### src/include/smgr_pkg.sv
// Constants, types and field layout for the socket manager general registers
// What this block does
// RULE1 - Select 0 read returns manager status word
// RULE2 - Select 0 read is status, write is command
// RULE3 - Each command write is acted upon; partial-strobe writes are answered but not issued
// RULE4 - Select 1 is trigger word, read shows pending
// RULE5 - Bits 31:24 bitstream id, else reserved zero
// RULE6 - Bits 23:8 report module identifier
// RULE7 - Bit 7 is one only in shutdown
// RULE8 - Error 0000 none, 0001 zero-byte bitstream
// RULE9 - Error 0010 port, 0100 fetch, 0101 both
// RULE10 - Error 0011 port lost, 0110 with fetch
// RULE11 - Error 1000 bad format, 0111 bad size
// RULE12 - Error 1111 unknown; reserved codes never reported
// RULE13 - Active: 001 hardware, 010 software shutdown step
// RULE14 - Active: 000 empty,100 load,101,110,111 full
// RULE15 - Active: 011 clearing load, only if used
// RULE16 - Shutdown: state mirrors shutdown acknowledge input
// RULE17 - Address is manager, bank, select, then 00
// RULE18 - Command code 0..4 defined, others reserved
// RULE19 - Trigger bit 31 pending; new write replaces
// RULE20 - Undefined selects read zero, writes ignored
package smgr_pkg;
    // Address layout
    localparam int          SMGR_ADDR_LSB     = 2;
    localparam int          SMGR_BANK_W       = 2;
    localparam logic [1:0]  SMGR_BANK_GENERAL = 2'h0;
    localparam int          SMGR_SEL_STATUS   = 0;
    localparam int          SMGR_SEL_TRIGGER  = 1;
    localparam logic [3:0]  SMGR_STRB_FULL    = 4'hF;
    // Bus answers
    localparam logic [1:0]  SMGR_RESP_OKAY    = 2'h0;
    localparam logic [1:0]  SMGR_RESP_DECERR  = 2'h3;
    // Status word field positions
    localparam int          SMGR_BSID_LSB     = 24;
    localparam int          SMGR_MID_LSB      = 8;
    localparam int          SMGR_SHUT_BIT     = 7;
    localparam int          SMGR_ERR_LSB      = 3;
    localparam int          SMGR_STATE_LSB    = 0;
    localparam int          SMGR_PEND_BIT     = 31;
    // Command codes
    localparam logic [7:0]  SMGR_CMD_SHUTDOWN = 8'h00;
    localparam logic [7:0]  SMGR_CMD_RESTART  = 8'h01;
    localparam logic [7:0]  SMGR_CMD_RESTART_S= 8'h02;
    localparam logic [7:0]  SMGR_CMD_PROCEED  = 8'h03;
    localparam logic [7:0]  SMGR_CMD_USER     = 8'h04;
    // Error codes
    localparam logic [3:0]  SMGR_ERR_NONE     = 4'h0;
    localparam logic [3:0]  SMGR_ERR_ZERO     = 4'h1;
    localparam logic [3:0]  SMGR_ERR_PORT     = 4'h2;
    localparam logic [3:0]  SMGR_ERR_LOST     = 4'h3;
    localparam logic [3:0]  SMGR_ERR_FETCH    = 4'h4;
    localparam logic [3:0]  SMGR_ERR_PORT_F   = 4'h5;
    localparam logic [3:0]  SMGR_ERR_LOST_F   = 4'h6;
    localparam logic [3:0]  SMGR_ERR_BADSIZE  = 4'h7;
    localparam logic [3:0]  SMGR_ERR_BADFMT   = 4'h8;
    localparam logic [3:0]  SMGR_ERR_UNKNOWN  = 4'hF;
    // State codes
    localparam logic [2:0]  SMGR_ST_EMPTY     = 3'h0;
    localparam logic [2:0]  SMGR_ST_HW_SHUT   = 3'h1;
    localparam logic [2:0]  SMGR_ST_SW_SHUT   = 3'h2;
    localparam logic [2:0]  SMGR_ST_CLEARING  = 3'h3;
    localparam logic [2:0]  SMGR_ST_LOADING   = 3'h4;
    localparam logic [2:0]  SMGR_ST_SW_START  = 3'h5;
    localparam logic [2:0]  SMGR_ST_RESET     = 3'h6;
    localparam logic [2:0]  SMGR_ST_FULL      = 3'h7;
    localparam logic [2:0]  SMGR_ST_ACK_LOW   = 3'h0;
    localparam logic [2:0]  SMGR_ST_ACK_HIGH  = 3'h1;

    // Active-state steps of the manager
    typedef enum logic [2:0] {
        SMGR_EMPTY,
        SMGR_HW_SHUTDOWN,
        SMGR_SW_SHUTDOWN,
        SMGR_CLEARING,
        SMGR_LOADING,
        SMGR_SW_STARTUP,
        SMGR_MODULE_RESET,
        SMGR_FULL
    } smgr_state_type;

    // Error conditions raised by the fetch and load paths
    typedef struct packed {
        logic unknown;
        logic bad_format;
        logic bad_size;
        logic port_lost;
        logic fetch_error;
        logic load_port_error;
        logic zero_size;
    } smgr_err_type;

    // Manager condition reported through the status word
    typedef struct packed {
        logic [7:0]     bitstream_identifier;
        logic [15:0]    module_identifier;
        logic           shutdown;
        logic           module_shutdown_acknowledge;
        smgr_state_type state;
        smgr_err_type   errors;
    } smgr_status_in_type;

    // Command word as written, layout matches bits 31:0
    typedef struct packed {
        logic [15:0]    halfword_field;
        logic [7:0]     byte_field;
        logic [7:0]     code;
    } smgr_cmd_type;
endpackage

### src/design/smgr_general_regs.sv
// General register bank of one socket manager on a lite register bus
`timescale 1ns/1ps
module smgr_general_regs
#(
    parameter int MGR_SEL_W     = 5,
    parameter int REG_SEL_W     = 8,
    parameter int MANAGER_ID    = 0,
    parameter int TRIG_W        = 4,
    parameter bit BSID_PRESENT  = 1'b0,
    parameter bit LOST_POSSIBLE = 1'b1,
    parameter bit CLEARING_USED = 1'b0
)
(
    // Clock and reset
    input  wire logic                      clock,
    input  wire logic                      rst_n,
    // Register bus write address and data
    input  wire logic [31:0]               s_axi_reg_awaddr,
    input  wire logic                      s_axi_reg_awvalid,
    output logic                           s_axi_reg_awready,
    input  wire logic [31:0]               s_axi_reg_wdata,
    input  wire logic [3:0]                s_axi_reg_wstrb,
    input  wire logic                      s_axi_reg_wvalid,
    output logic                           s_axi_reg_wready,
    // Register bus write response
    output logic [1:0]                     s_axi_reg_bresp,
    output logic                           s_axi_reg_bvalid,
    input  wire logic                      s_axi_reg_bready,
    // Register bus read
    input  wire logic [31:0]               s_axi_reg_araddr,
    input  wire logic                      s_axi_reg_arvalid,
    output logic                           s_axi_reg_arready,
    output logic [31:0]                    s_axi_reg_rdata,
    output logic [1:0]                     s_axi_reg_rresp,
    output logic                           s_axi_reg_rvalid,
    input  wire logic                      s_axi_reg_rready,
    // Manager condition
    input  smgr_pkg::smgr_status_in_type   status_in,
    // Command to the manager
    output logic                           command_valid,
    output smgr_pkg::smgr_cmd_type         command,
    // Software trigger to the manager
    output logic                           software_trigger_pending,
    output logic [TRIG_W-1:0]              software_trigger_id,
    input  wire logic                      software_trigger_taken
);
    import smgr_pkg::*;

    localparam int BANK_LSB = SMGR_ADDR_LSB + REG_SEL_W;
    localparam int MGR_LSB  = BANK_LSB + SMGR_BANK_W;
    localparam logic [REG_SEL_W-1:0] SEL_STATUS  = REG_SEL_W'(SMGR_SEL_STATUS);
    localparam logic [REG_SEL_W-1:0] SEL_TRIGGER =
        REG_SEL_W'(SMGR_SEL_TRIGGER);
    localparam logic [MGR_SEL_W-1:0] MGR_MATCH   = MGR_SEL_W'(MANAGER_ID);

    // Refuse layouts the address or trigger word cannot hold
    if (MGR_LSB + MGR_SEL_W > 32 || MGR_SEL_W < 1 || REG_SEL_W < 1)
        $error("smgr_general_regs: address fields exceed 32 bits");
    if (TRIG_W < 1 || TRIG_W > 30)
        $error("smgr_general_regs: trigger width must be 1 to 30");
    if (MANAGER_ID < 0 || MANAGER_ID >= (1 << MGR_SEL_W))
        $error("smgr_general_regs: manager id does not fit its field");

    logic [31:0]        status_word;
    logic               wr_fire;
    logic               wr_hit;
    logic               wr_full;
    logic [REG_SEL_W-1:0] wr_sel;
    logic               wr_cmd;
    logic               wr_trig;
    logic               ar_fire;
    logic               ar_hit;
    logic [REG_SEL_W-1:0] ar_sel;
    logic               bvalid_r;
    logic               bvalid_nxt;
    logic [1:0]         bresp_r;
    logic [1:0]         bresp_nxt;
    logic               rvalid_r;
    logic               rvalid_nxt;
    logic [1:0]         rresp_r;
    logic [1:0]         rresp_nxt;
    logic [31:0]        rdata_r;
    logic [31:0]        rdata_nxt;
    logic               cmd_valid_r;
    logic               cmd_valid_nxt;
    smgr_cmd_type       cmd_r;
    smgr_cmd_type       cmd_nxt;
    smgr_cmd_type       cmd_in;
    logic               pend_r;
    logic               pend_nxt;
    logic [TRIG_W-1:0]  trig_r;
    logic [TRIG_W-1:0]  trig_nxt;

    // Status word from the live manager condition
    smgr_status_fmt
    #(
        .BSID_PRESENT  (BSID_PRESENT),
        .LOST_POSSIBLE (LOST_POSSIBLE),
        .CLEARING_USED (CLEARING_USED)
    )
    u_status_fmt
    (
        .st_in       (status_in),
        .status_word (status_word)
    );

    // Address decode: manager, bank, select, two zero bits
    always_comb
    begin
        wr_sel = s_axi_reg_awaddr[SMGR_ADDR_LSB +: REG_SEL_W];         // RULE17
        wr_hit = s_axi_reg_awaddr[MGR_LSB +: MGR_SEL_W] == MGR_MATCH &&
                 s_axi_reg_awaddr[BANK_LSB +: SMGR_BANK_W] ==
                 SMGR_BANK_GENERAL;                                    // RULE17
        ar_sel = s_axi_reg_araddr[SMGR_ADDR_LSB +: REG_SEL_W];         // RULE17
        ar_hit = s_axi_reg_araddr[MGR_LSB +: MGR_SEL_W] == MGR_MATCH &&
                 s_axi_reg_araddr[BANK_LSB +: SMGR_BANK_W] ==
                 SMGR_BANK_GENERAL;                                    // RULE17
    end

    // Write channel: address and data taken together, one at a time
    assign wr_fire = s_axi_reg_awvalid & s_axi_reg_wvalid & ~bvalid_r;
    assign s_axi_reg_awready = s_axi_reg_awvalid & s_axi_reg_wvalid &
                               ~bvalid_r;
    assign s_axi_reg_wready  = s_axi_reg_awready;
    // Partial writes are answered but not acted on: commands are whole words
    assign wr_full = s_axi_reg_wstrb == SMGR_STRB_FULL;
    assign wr_cmd  = wr_fire & wr_hit & wr_full & (wr_sel == SEL_STATUS);
    assign wr_trig = wr_fire & wr_hit & wr_full & (wr_sel == SEL_TRIGGER);
    assign cmd_in  = smgr_cmd_type'(s_axi_reg_wdata);

    // Write response next state
    always_comb
    begin
        bvalid_nxt = bvalid_r;
        bresp_nxt  = bresp_r;
        if (wr_fire)
        begin
            bvalid_nxt = 1'b1;
            bresp_nxt  = wr_hit ? SMGR_RESP_OKAY : SMGR_RESP_DECERR;  // RULE20
        end
        else if (s_axi_reg_bready)
            bvalid_nxt = 1'b0;
    end

    // Command issue: a write at select 0 never reaches the read path
    always_comb
    begin
        cmd_valid_nxt = 1'b0;
        cmd_nxt       = cmd_r;
        if (wr_cmd && cmd_in.code <= SMGR_CMD_USER)                   // RULE18
        begin
            cmd_valid_nxt = 1'b1;                                      // RULE3
            cmd_nxt       = cmd_in;                                    // RULE2
        end
    end

    // Trigger: a new write overrides a clear in the same cycle
    always_comb
    begin
        pend_nxt = pend_r;
        trig_nxt = trig_r;
        if (wr_trig)
        begin
            pend_nxt = 1'b1;                                           // RULE4
            trig_nxt = s_axi_reg_wdata[TRIG_W-1:0];                    // RULE19
        end
        else if (software_trigger_taken)
            pend_nxt = 1'b0;
    end

    // Read channel: one outstanding read, data held until accepted
    assign ar_fire = s_axi_reg_arvalid & ~rvalid_r;
    assign s_axi_reg_arready = ~rvalid_r;

    always_comb
    begin
        rvalid_nxt = rvalid_r;
        rresp_nxt  = rresp_r;
        rdata_nxt  = rdata_r;
        if (ar_fire)
        begin
            rvalid_nxt = 1'b1;
            rresp_nxt  = ar_hit ? SMGR_RESP_OKAY : SMGR_RESP_DECERR;
            rdata_nxt  = '0;                                           // RULE20
            if (ar_hit && ar_sel == SEL_STATUS)
                rdata_nxt = status_word;                               // RULE1
            else if (ar_hit && ar_sel == SEL_TRIGGER)
            begin
                rdata_nxt[SMGR_PEND_BIT] = pend_r;                     // RULE19
                rdata_nxt[TRIG_W-1:0]    = trig_r;                     // RULE4
            end
        end
        else if (s_axi_reg_rready)
            rvalid_nxt = 1'b0;
    end

    // All bank state registers
    always_ff @(posedge clock)
    begin
        if (!rst_n)
        begin
            bvalid_r    <= 1'b0;
            bresp_r     <= SMGR_RESP_OKAY;
            rvalid_r    <= 1'b0;
            rresp_r     <= SMGR_RESP_OKAY;
            rdata_r     <= '0;
            cmd_valid_r <= 1'b0;
            cmd_r       <= '0;
            pend_r      <= 1'b0;
            trig_r      <= '0;
        end
        else
        begin
            bvalid_r    <= bvalid_nxt;
            bresp_r     <= bresp_nxt;
            rvalid_r    <= rvalid_nxt;
            rresp_r     <= rresp_nxt;
            rdata_r     <= rdata_nxt;
            cmd_valid_r <= cmd_valid_nxt;
            cmd_r       <= cmd_nxt;
            pend_r      <= pend_nxt;
            trig_r      <= trig_nxt;
        end
    end

    // Outputs
    assign s_axi_reg_bvalid         = bvalid_r;
    assign s_axi_reg_bresp          = bresp_r;
    assign s_axi_reg_rvalid         = rvalid_r;
    assign s_axi_reg_rresp          = rresp_r;
    assign s_axi_reg_rdata          = rdata_r;
    assign command_valid            = cmd_valid_r;
    assign command                  = cmd_r;
    assign software_trigger_pending = pend_r;
    assign software_trigger_id      = trig_r;
endmodule // smgr_general_regs

### src/design/smgr_status_fmt.sv
// Status word assembly: error encoding and state field selection
`timescale 1ns/1ps
module smgr_status_fmt
#(
    parameter bit BSID_PRESENT  = 1'b0,
    parameter bit LOST_POSSIBLE = 1'b1,
    parameter bit CLEARING_USED = 1'b0
)
(
    // Manager condition
    input  smgr_pkg::smgr_status_in_type st_in,
    // Assembled word
    output logic [31:0]                  status_word
);
    import smgr_pkg::*;

    logic [3:0] err_code;
    logic [2:0] state_code;
    logic       lost;

    // Error encoding; only defined codes can ever leave here
    always_comb
    begin
        lost = st_in.errors.port_lost & LOST_POSSIBLE;                 // RULE10
        if (st_in.errors.unknown)
            err_code = SMGR_ERR_UNKNOWN;                               // RULE12
        else if (st_in.errors.bad_format)
            err_code = SMGR_ERR_BADFMT;                                // RULE11
        else if (st_in.errors.bad_size)
            err_code = SMGR_ERR_BADSIZE;                               // RULE11
        else if (lost && st_in.errors.load_port_error)
            err_code = SMGR_ERR_UNKNOWN;                               // RULE12
        else if (lost && st_in.errors.fetch_error)
            err_code = SMGR_ERR_LOST_F;                                // RULE10
        else if (st_in.errors.load_port_error && st_in.errors.fetch_error)
            err_code = SMGR_ERR_PORT_F;                                // RULE9
        else if (st_in.errors.fetch_error)
            err_code = SMGR_ERR_FETCH;                                 // RULE9
        else if (lost)
            err_code = SMGR_ERR_LOST;                                  // RULE10
        else if (st_in.errors.load_port_error)
            err_code = SMGR_ERR_PORT;                                  // RULE9
        else if (st_in.errors.zero_size)
            err_code = SMGR_ERR_ZERO;                                  // RULE8
        else
            err_code = SMGR_ERR_NONE;                                  // RULE8
    end

    // State field: mirrors the acknowledge in shutdown, else the step
    always_comb
    begin
        if (st_in.shutdown)
            state_code = st_in.module_shutdown_acknowledge ?
                         SMGR_ST_ACK_HIGH : SMGR_ST_ACK_LOW;           // RULE16
        else
        begin
            case (st_in.state)
                SMGR_EMPTY:        state_code = SMGR_ST_EMPTY;         // RULE14
                SMGR_HW_SHUTDOWN:  state_code = SMGR_ST_HW_SHUT;       // RULE13
                SMGR_SW_SHUTDOWN:  state_code = SMGR_ST_SW_SHUT;       // RULE13
                // Targets without clearing never show 011
                SMGR_CLEARING:     state_code = CLEARING_USED ?
                                   SMGR_ST_CLEARING : SMGR_ST_LOADING; // RULE15
                SMGR_LOADING:      state_code = SMGR_ST_LOADING;       // RULE14
                SMGR_SW_STARTUP:   state_code = SMGR_ST_SW_START;      // RULE14
                SMGR_MODULE_RESET: state_code = SMGR_ST_RESET;         // RULE14
                SMGR_FULL:         state_code = SMGR_ST_FULL;          // RULE14
                default:           state_code = SMGR_ST_EMPTY;
            endcase
        end
    end

    // Field packing
    always_comb
    begin
        status_word = '0;
        if (BSID_PRESENT)
            status_word[SMGR_BSID_LSB +: 8] = st_in.bitstream_identifier; // RULE5
        status_word[SMGR_MID_LSB +: 16] = st_in.module_identifier;      // RULE6
        status_word[SMGR_SHUT_BIT]      = st_in.shutdown;               // RULE7
        status_word[SMGR_ERR_LSB +: 4]  = err_code;
        status_word[SMGR_STATE_LSB +: 3]= state_code;
    end
endmodule // smgr_status_fmt

### config.mk
export PLATFORM = sky130hd
export DESIGN_NAME = smgr_general_regs
export DESIGN_NICKNAME = d
export VERILOG_FILES = /design/src/include/smgr_pkg.sv /design/src/design/smgr_general_regs.sv /design/src/design/smgr_status_fmt.sv
export SDC_FILE = /design/constraint.sdc
export NUM_CORES = 1
export LEC_CHECK = 0
export ABC_AREA = 1
export ABC_CLOCK_PERIOD_IN_PS = 3700
export BUFFER_PORTS_ARGS = -buffer_cell sky130_fd_sc_hd__buf_2
export CAP_MARGIN = 20
export CORE_ASPECT_RATIO = 1.75
export CORE_MARGIN = 4
export CORE_UTILIZATION = 45
export CTS_BUF_LIST = sky130_fd_sc_hd__clkbuf_8
export CTS_CLUSTER_DIAMETER = 30
export DETAILED_ROUTE_END_ITERATION = 16
export PLACE_DENSITY_LB_ADDON = 0.1
export SLEW_MARGIN = 30
export SYNTH_ARGS = -nofsm -noshare
export SYNTH_HDL_FRONTEND = slang
export SYNTH_SLANG_ARGS = --single-unit
### constraint.sdc
create_clock -name clock -period 3.7 [get_ports clock]
set_clock_uncertainty 0.15 [all_clocks]
set_input_delay 0.555 -clock clock [delete_from_list [all_inputs] [get_ports clock]]
set_output_delay 0.555 -clock clock [all_outputs]
set_load 0.02 [all_outputs]
==> impl_metrics.json, run 1 <==
{
  "status": "completed",
  "dieArea_um2": 8030,
  "die_x_um": 69.5,
  "die_y_um": 116,
  "crit_required_ps": 3780,
  "antenna_found_initial": 0,
  "yosysMostFrequentCell": "nand2_1",
  "reg2reg_depth": 8,
  "hold_path.class": "in2reg",
  "p_leak_nw": 2.19,
  "detail_route.vias_per_cell": 4.53,
  "portBuffers": 173,
  "maxUsedRoutingLayer": "met4",
  "htree_levels": 3,
  "cts.path.max_buffers": 2,
  "synth_area_per_cell_um2": 6.63,
  "syn-cell-area_um2": 2980,
  "end_kind": "flip-flop",
  "synth_edf_count": 0,
  "final_cells": 700,
  "netlist.area_leader.share_pct": 45.0,
  "postSynthCellCount": 449,
  "antenna_left": 0,
  "grt_max_degree": 60,
  "drc": 0,
  "insertedDiodeCount": 0,
  "internal_power_mw": 1.12,
  "ff_latch_area_um2": 1340,
  "slew_viol_final": 0,
  "setup_slack_ps": 1370,
  "slowest_delay_ps": 890,
  "clock_sinks": 67,
  "wl_per_cell_um": 11.0,
  "worstMarginPinSlew_ps": 863,
  "initial_core_util_pct": 45.9,
  "async_reset_ff_share_pct": 0,
  "clk_latency_ps": 330,
  "hold_viol": 0,
  "dp_slack_ps": 1340,
  "wl_met3_um": 849,
  "synth-seq-cells": 67,
  "yosys-top-cells-area": "dfxtp_1 (45%), nand2_1 (18%), nor2_1 (11%)",
  "cts_resized": 0,
  "hold_start": "status_in[20]",
  "io_pins": 223,
  "fin_util_pct": 61.9,
  "grt_first_pass_wirelength_um": 12400,
  "clock_power_share_pct": 40.6,
  "fillCellCount": 661,
  "cts_tree": "yes",
  "crit_path_max_fanout": 37,
  "grt_pass1_vias": 2888,
  "multi_input_area_um2": 1310,
  "ys_seq_area_share_pct": 45.0,
  "met2WireLength_um": 3900,
  "place_hpwl_um": 6000,
  "postCtsHoldBufs": 0,
  "rows": 39,
  "vias": 3172,
  "worstHoldEndpoint": "s_axi_reg_rdata[16]",
  "reg2reg_to": "s_axi_reg_rdata[6]",
  "synth_top_area_cell": "dfxtp_1",
  "routed_wl_um": 7720,
  "cts_setup_buffers": 0,
  "grt_usage_pct": 19.1,
  "synth_ff_type": "dfxtp_1",
  "share_seq_of_total_power_pct": 49.6,
  "drt-initial-drc-count": 130,
  "yosysWarningCount": 0,
  "critical_path_class": "in2reg",
  "yosys-top-cells-count": "nand2_1 (144), nor2_1 (91), dfxtp_1 (67)",
  "met1_length_um": 2820,
  "crit_path_start_kind": "primary input",
  "syn2layout_area_growth_pct": 35.0,
  "peakVddDrop_mv": 0.240,
  "r2r_setup_slack_ps": 1660,
  "drive_gt1_share_pct": 31.2,
  "combPwrFrac_pct": 9.8,
  "holdPathStages": 3,
  "setup_violations": 0,
  "arrival_ps": 2420,
  "dr.pass1.iters": 6,
  "synth_cell_type_count": 26,
  "crit_path_cell_trace": "buf_2 -> clkinv_1 -> a211oi_1",
  "setup_tns_ps": 0,
  "critPathBufInv": 2,
  "max-cap-violations": 0,
  "clock-root-buffer": "clkbuf_8",
  "rsz0062_at_grt": "no",
  "relSlewSlack_pct": 42.1,
  "worstReg2RegStart": "s_axi_reg_rvalid",
  "critPathSlowestCell": "clkinv_1",
  "max_freq_ghz": 0.428,
  "crit_family": "buffers and inverters",
  "grt_overflow_total": 0,
  "cts_made_buffers": 9,
  "powerDensity_nw_per_um2": 365,
  "p_sw_mw": 0.341,
  "min_period_ps": 2330,
  "dp_cells": 685,
  "post-route-period-util_pct": 63.1,
  "nets": 758,
  "core_um2": 6490,
  "place_congestion": 0.844,
  "clk_pin_slew_ps": 70,
  "p_sw_share_pct": 23.3
}
[power groups by stage]
stage	clock network (mW)	registers (mW)	logic [mW]
2_1_floorplan	0	0.748	0.0731
3_3_place_gp	0	0.743	0.142
3_5_place_dp	0	0.744	0.144
4_1_cts	0.617	0.727	0.144
5_1_grt	0.654	0.727	0.162
6_report	0.595	0.727	0.143
[stage by stage]
step                      power (mW)  hold WS [ps]  area (µm²)
after floorplan                0.821           395        3000
after detailed placement       0.888           303        3820
after global placement         0.885           300        3820
final                           1.47           310        4020
after global routing            1.54           290        4020
after CTS                       1.49           291        4020
[cell usage in the layout (no fill, tap or decap), types with 7 or more instances in the layout]
cell type and count:
dfxtp_1 67, inv_1 51, conb_1 7, buf_2 173, nor2_1 91, nand2_1 144, o21ai_0 8, nand3_1 8
clkbuf_8 11, a21oi_1 27
[cells by family after synthesis]
group | synth area share, %
buffers and inverters | 11.9
other | 0.126
DFF | 45.0
AOI/OAI and AO/OA | 6.76
and+or+nand+nor | 36.1
[per-layer routing]
metal / vias up / track usage (%)
met3: 11 / 8.16
met4: 0 / 7.95
met5: - / 0
met1: 1361 / 20.0
met2: 131 / 33.4
li1: 1669 / -
[worst max-delay path by stage]
| stage | cells after the start | endpoint | slack [ps] | startpoint |
|---|---|---|---|---|
| floorplan | 8 | s_axi_reg_rdata[6] | 1970 | s_axi_reg_rvalid |
| global placement | 3 | s_axi_reg_bresp[0] | 1340 | rst_n |
| detailed placement | 3 | s_axi_reg_bresp[0] | 1340 | rst_n |
| CTS | 8 | s_axi_reg_rdata[6] | 1620 | s_axi_reg_rvalid |
| global route | 3 | command[4] | 1170 | rst_n |
| finish | 3 | s_axi_reg_bresp[0] | 1370 | rst_n |
[flip-flops by register name (all words and copies together) (netlist names)]
name,count
command,32
s_axi_reg_rdata,25
software_trigger_id,4
command_valid,1
software_trigger_pending,1
s_axi_reg_rvalid,1
s_axi_reg_bresp,1
s_axi_reg_rresp,1
s_axi_reg_bvalid,1
[worst reg2reg max path: stages, from the launching register on]
cell and delay [ps]:
dfxtp_1 330, inv_1 60, nand2_1 50, buf_4 270
clkinv_1 310, nand3_1 190, inv_1 280, o21ai_1 170
a21oi_1 80
[layout make-up]
cell class              count  area share [%]
flip-flops and latches     67            33.4
multi-input cells         310            32.6
repair buffers            175            21.9
inverters                  51            4.76
clock buffers              11            3.77
well taps                  82            2.55
clock inverters             4            1.06
Power figures use the tool's default switching activity.
==> run 2, diff against run 1 <==
ABC_CLOCK_PERIOD_IN_PS = 2160   (was 3700)
CORE_UTILIZATION = 41   (was 45)
clock period = 2.16 ns   (was 3.7 ns; I/O delays follow)
==> run 2 against run 1 <==
  * Clock power rose by 130%
  * Register-to-register slack got worse by 1100 ps
  * Non-clock buffer count rose by 4
  * Final cell count rose by 1.0%
  * Final area rose by 2.9%
  * Sequential power rose by 72%
  * Sequential cell count did not move
  * Highest routed layer unchanged
==> impl_metrics.json, run 2 (same netlist as run 1, synthesis figures left out) <==
{
  "antenna_left": 0,
  "p_leak_nw": 2.23,
  "largest_reg_flops": 32,
  "nets": 762,
  "max_freq_ghz": 0.622,
  "die_y_um": 121,
  "antenna_found_initial": 0,
  "htree_levels": 3,
  "setup_violations": 0,
  "layout_commonest_cell": "buf_2",
  "clock-root-buffer": "clkbuf_8",
  "grt_overflow_total": 0,
  "crit_path_max_fanout": 4,
  "crit_required_ps": 1690,
  "most-common-layout-cells": "buf_2 (173), nand2_1 (144), nor2_1 (91), dfxtp_1 (67), inv_1 (50)",
  "die_x_um": 72.4,
  "clk_latency_ps": 340,
  "dieArea_um2": 8740,
  "rsz0062_at_grt": "no",
  "io_pins": 223,
  "critical_path_class": "reg2out",
  "slew_viol_final": 0,
  "postCtsHoldBufs": 0,
  "rows": 40,
  "initial_core_util_pct": 42.8,
  "cts_tree": "yes",
  "cts_resized": 0,
  "grt_pass1_vias": 2954,
  "portBuffers": 173,
  "place_congestion": 0.762,
  "power_mw": 2.86,
  "critPathBufInv": 2,
  "crit_path_cell_trace": "nand3b_4 -> inv_1 -> buf_2",
  "drt-initial-drc-count": 68,
  "critPathSlowestCell": "dfxtp_1",
  "arrival_ps": 1140,
  "slowest_delay_ps": 330,
  "detail_route.vias_per_cell": 4.44,
  "grt_max_degree": 60,
  "place_hpwl_um": 6250,
  "setup_tns_ps": 0,
  "hold_viol": 0,
  "status": "completed",
  "crit_family": "flip-flops",
  "syn2layout_area_growth_pct": 38.8,
  "end_kind": "primary output",
  "max-cap-violations": 0,
  "grt_usage_pct": 18.6,
  "post-route-period-util_pct": 74.5,
  "wl_per_cell_um": 11.3,
  "min_period_ps": 1610,
  "peakVddDrop_mv": 0.501,
  "drc": 0,
  "dr.pass1.iters": 4,
  "vias": 3137,
  "crit_path_start_kind": "flip-flop",
  "clock_sinks": 67,
  "core_um2": 6960,
  "clk_pin_slew_ps": 70,
  "cts_made_buffers": 9,
  "powerDensity_nw_per_um2": 691,
  "insertedDiodeCount": 0,
  "cts_setup_buffers": 0,
  "hold_path.class": "in2reg",
  "grt_first_pass_wirelength_um": 12900,
  "cts.path.max_buffers": 2,
  "routed_wl_um": 7990,
  "drive_gt1_share_pct": 32.1
}
-- run 2: changes by cell type in the layout (fill, tap and decap cells not counted), sizes merged --
cell,previous run,this run
clkinv,3,2
clkinvlp,0,2
bufinv,1,4
buf,175,179
inv,51,50
clkbuf,11,9
-- run 2: power breakdown --
group | internal, mW | leakage [nW] | switching (mW)
clock | 0.881 | 0.125 | 0.483
combinational | 0.108 | 1.57 | 0.140
sequential | 1.24 | 0.540 | 0.00447
total | 2.23 | 2.23 | 0.627
-- run 2: layer usage --
| layer | share of wire, % | vias up | GRT usage (%) |
|---|---|---|---|
| met5 | 0 | - | 0 |
| met4 | 1.8 | 0 | 7.85 |
| met3 | 11 | 13 | 7.65 |
| met2 | 50 | 125 | 32.8 |
| met1 | 38 | 1322 | 18.8 |
| li1 | - | 1677 | - |
-- run 2: path summary, 6_finish.rpt --
path | cells past startpoint | startpoint | slack [ps] | endpoint
worst max-delay path | 3 | s_axi_reg_bvalid | 550 | s_axi_reg_wready
worst min-delay path | 3 | status_in[18] | 80 | s_axi_reg_rdata[14]
worst max register to register | 8 | s_axi_reg_bvalid | 560 | command[18]
worst min register to register | 2 | s_axi_reg_rdata[12] | 310 | s_axi_reg_rdata[12]
-- run 2: worst reg2reg max path, cell delays in order (launching register included) --
cell	delay, ps
dfxtp_1	330
nand3b_4	170
nor2_2	130
nand3_1	130
nor2_4	150
buf_12	240
nand2_1	120
nand2_1	60
nor2_1	40
-- run 2: per-stage QoR --
stage                     cells  utilization, %  hold WS, ps  cell area, µm²  setup WS [ps]
after global routing        707            59.4         57.5            4130            372
after CTS                   707            59.4         52.0            4130            521
after global placement      691            55.6          300            3870            377
final                       707            59.4         76.6            4130            551
after floorplan             455               -          316            3000            425
after detailed placement    691            55.6          303            3870            348
-- run 2: cell type report --
| type | instances | area (µm²) |
|---|---|---|
| fillers | 719 | 2820 |
| well taps | 84 | 105 |
| clock inverters | 7 | 140 |
| repair buffers | 179 | 923 |
| clock buffers | 9 | 124 |
| multi-input cells | 310 | 1310 |
| flip-flops and latches | 67 | 1340 |
| inverters | 51 | 191 |
==> run 3, diff against run 2 <==
ABC_CLOCK_PERIOD_IN_PS = 1700   (was 2160)
clock period = 1.7 ns   (was 2.16 ns; I/O delays follow)
==> run 3 against run 2 <==
  * Clock power decreased by 7%
  * Sequential cell count unchanged
  * Power increased by 12%
  * Via count increased by 3.8%
  * Sequential power increased by 26%
  * Critical path depth unchanged
  * Final area increased by 3.8%
  * Worst setup slack got worse by 410 ps
  * Non-clock buffer count increased by 22
==> impl_metrics.json, run 3 (same netlist as run 1, synthesis figures left out) <==
{
  "max_freq_ghz": 0.643,
  "most-common-layout-cells": "buf_2 (173), nand2_1 (143), nor2_1 (91), dfxtp_1 (67), inv_1 (54)",
  "clock_sinks": 67,
  "dieArea_um2": 8740,
  "nets": 784,
  "share_seq_of_total_power_pct": 49.6,
  "slew_viol_final": 0,
  "clock_power_share_pct": 39.4,
  "dr.pass1.iters": 4,
  "crit_path_max_fanout": 4,
  "cts_made_buffers": 9,
  "die_y_um": 121,
  "core_um2": 6960,
  "grt_overflow_total": 0,
  "min_period_ps": 1550,
  "syn2layout_area_growth_pct": 44.2,
  "place_congestion": 0.789,
  "clock-root-buffer": "clkbuf_8",
  "combPwrFrac_pct": 11.0,
  "fin_area_um2": 4290,
  "initial_core_util_pct": 42.8,
  "die_x_um": 72.4,
  "peakVddDrop_mv": 0.462,
  "max-cap-violations": 0,
  "vias": 3256,
  "clk_pin_slew_ps": 70,
  "drc": 0,
  "drt-initial-drc-count": 84,
  "critPathBufInv": 2,
  "crit_start": "s_axi_reg_bvalid",
  "antenna_left": 0,
  "crit_family": "flip-flops",
  "io_pins": 223,
  "grt_pass1_vias": 3007,
  "drive_gt1_share_pct": 31.6,
  "cts_resized": 0,
  "portBuffers": 173,
  "hold_start": "status_in[15]",
  "grt_usage_pct": 18.8,
  "hold_path.class": "in2reg",
  "routed_wl_um": 8410,
  "largest_reg_flops": 32,
  "critPathSlowestCell": "dfxtp_1",
  "arrival_ps": 1150,
  "critical_path_class": "reg2out",
  "wl_per_cell_um": 11.5,
  "end_kind": "primary output",
  "setup_tns_ps": 0,
  "p_sw_share_pct": 23.7,
  "rsz0062_at_grt": "no",
  "grt_first_pass_wirelength_um": 13000,
  "crit_path_start_kind": "flip-flop",
  "insertedDiodeCount": 0,
  "post-route-period-util_pct": 91.4,
  "power_mw": 3.19,
  "setup_violations": 0,
  "htree_levels": 3,
  "slowest_delay_ps": 320,
  "status": "completed",
  "clk_latency_ps": 340,
  "cts_tree": "yes",
  "grt_max_degree": 60,
  "worstReg2RegStart": "s_axi_reg_bvalid",
  "detail_route.vias_per_cell": 4.47,
  "p_leak_nw": 2.33,
  "layout_commonest_cell": "buf_2",
  "cts.path.max_buffers": 2,
  "crit_required_ps": 1290,
  "p_sw_mw": 0.756,
  "internal_power_mw": 2.44,
  "place_hpwl_um": 6290,
  "crit_path_cell_trace": "nand3b_4 -> inv_1 -> buf_2",
  "antenna_found_initial": 0,
  "powerDensity_nw_per_um2": 744,
  "rows": 40,
  "placed_cell_area_um2": 3930,
  "hold_viol": 0,
  "cts_setup_buffers": 0
}
## run 3: changes by cell type in the layout (fill, tap and decap cells not counted), sizes merged
cell         delta
inv             +4
bufinv          -3
dlygate4sd3    +15
buf             +6
clkinvlp        -2
clkbuf          +2
## run 3: final timing paths
| check | end | slack (ps) | depth (start not counted) |
|---|---|---|---|
| setup / recovery | s_axi_reg_awready | 150 | 3 |
| setup reg to reg | command[2] | 150 | 7 |
| hold reg to reg | s_axi_reg_rdata[16] | 310 | 2 |
| hold / removal | s_axi_reg_rdata[11] | 20 | 3 |
## run 3: per-stage QoR
stage / hold WS (ps) / std cells / util [%] / setup WS [ps]
after detailed placement: 303 / 697 / 56.5 / 23.3
after global routing: 7.56 / 729 / 61.7 / 15.6
after floorplan: 247 / 455 / - / 37.4
after global placement: 300 / 697 / 56.5 / 41.6
final: 20.5 / 729 / 61.7 / 146
after CTS: 0.772 / 728 / 61.3 / 112
## run 3: what timing repair did
| item | in CTS | in global routing |
|---|---|---|
| hold buffers | 15 | 0 |
| endpoints found under the setup margin | 0 | 4 |
| endpoints found under the hold margin | 15 | 0 |
## run 3: per-layer routing
metal | track usage [%] | vias to the layer above | part of all wire (%)
li1 | - | 1726 | -
met1 | 19.6 | 1393 | 38
met2 | 33.1 | 122 | 50
met3 | 7.40 | 15 | 9.8
met4 | 7.39 | 0 | 1.6
met5 | 0 | - | 0
## run 3: layout make-up
cell class / instances / area (µm²)
tap: 84 / 105
clock inverter: 6 / 50.0
fill: 697 / 2660
inverter: 51 / 191
clock buffer: 10 / 138
timing repair buffer: 201 / 1160
sequential: 67 / 1340
multi-input combinational: 310 / 1310
## run 3: worst min-delay path: stages
cell	delay, ps
buf_2	100
nand2_1	60
a21oi_1	50
## run 3: power groups by stage
stage / clock, mW / combinational [mW] / sequential, mW
after global placement: 0 / 0.321 / 1.62
after global routing: 1.38 / 0.394 / 1.58
after floorplan: 0 / 0.160 / 1.63
after detailed placement: 0 / 0.325 / 1.62
after CTS: 1.31 / 0.353 / 1.58
final: 1.26 / 0.352 / 1.58
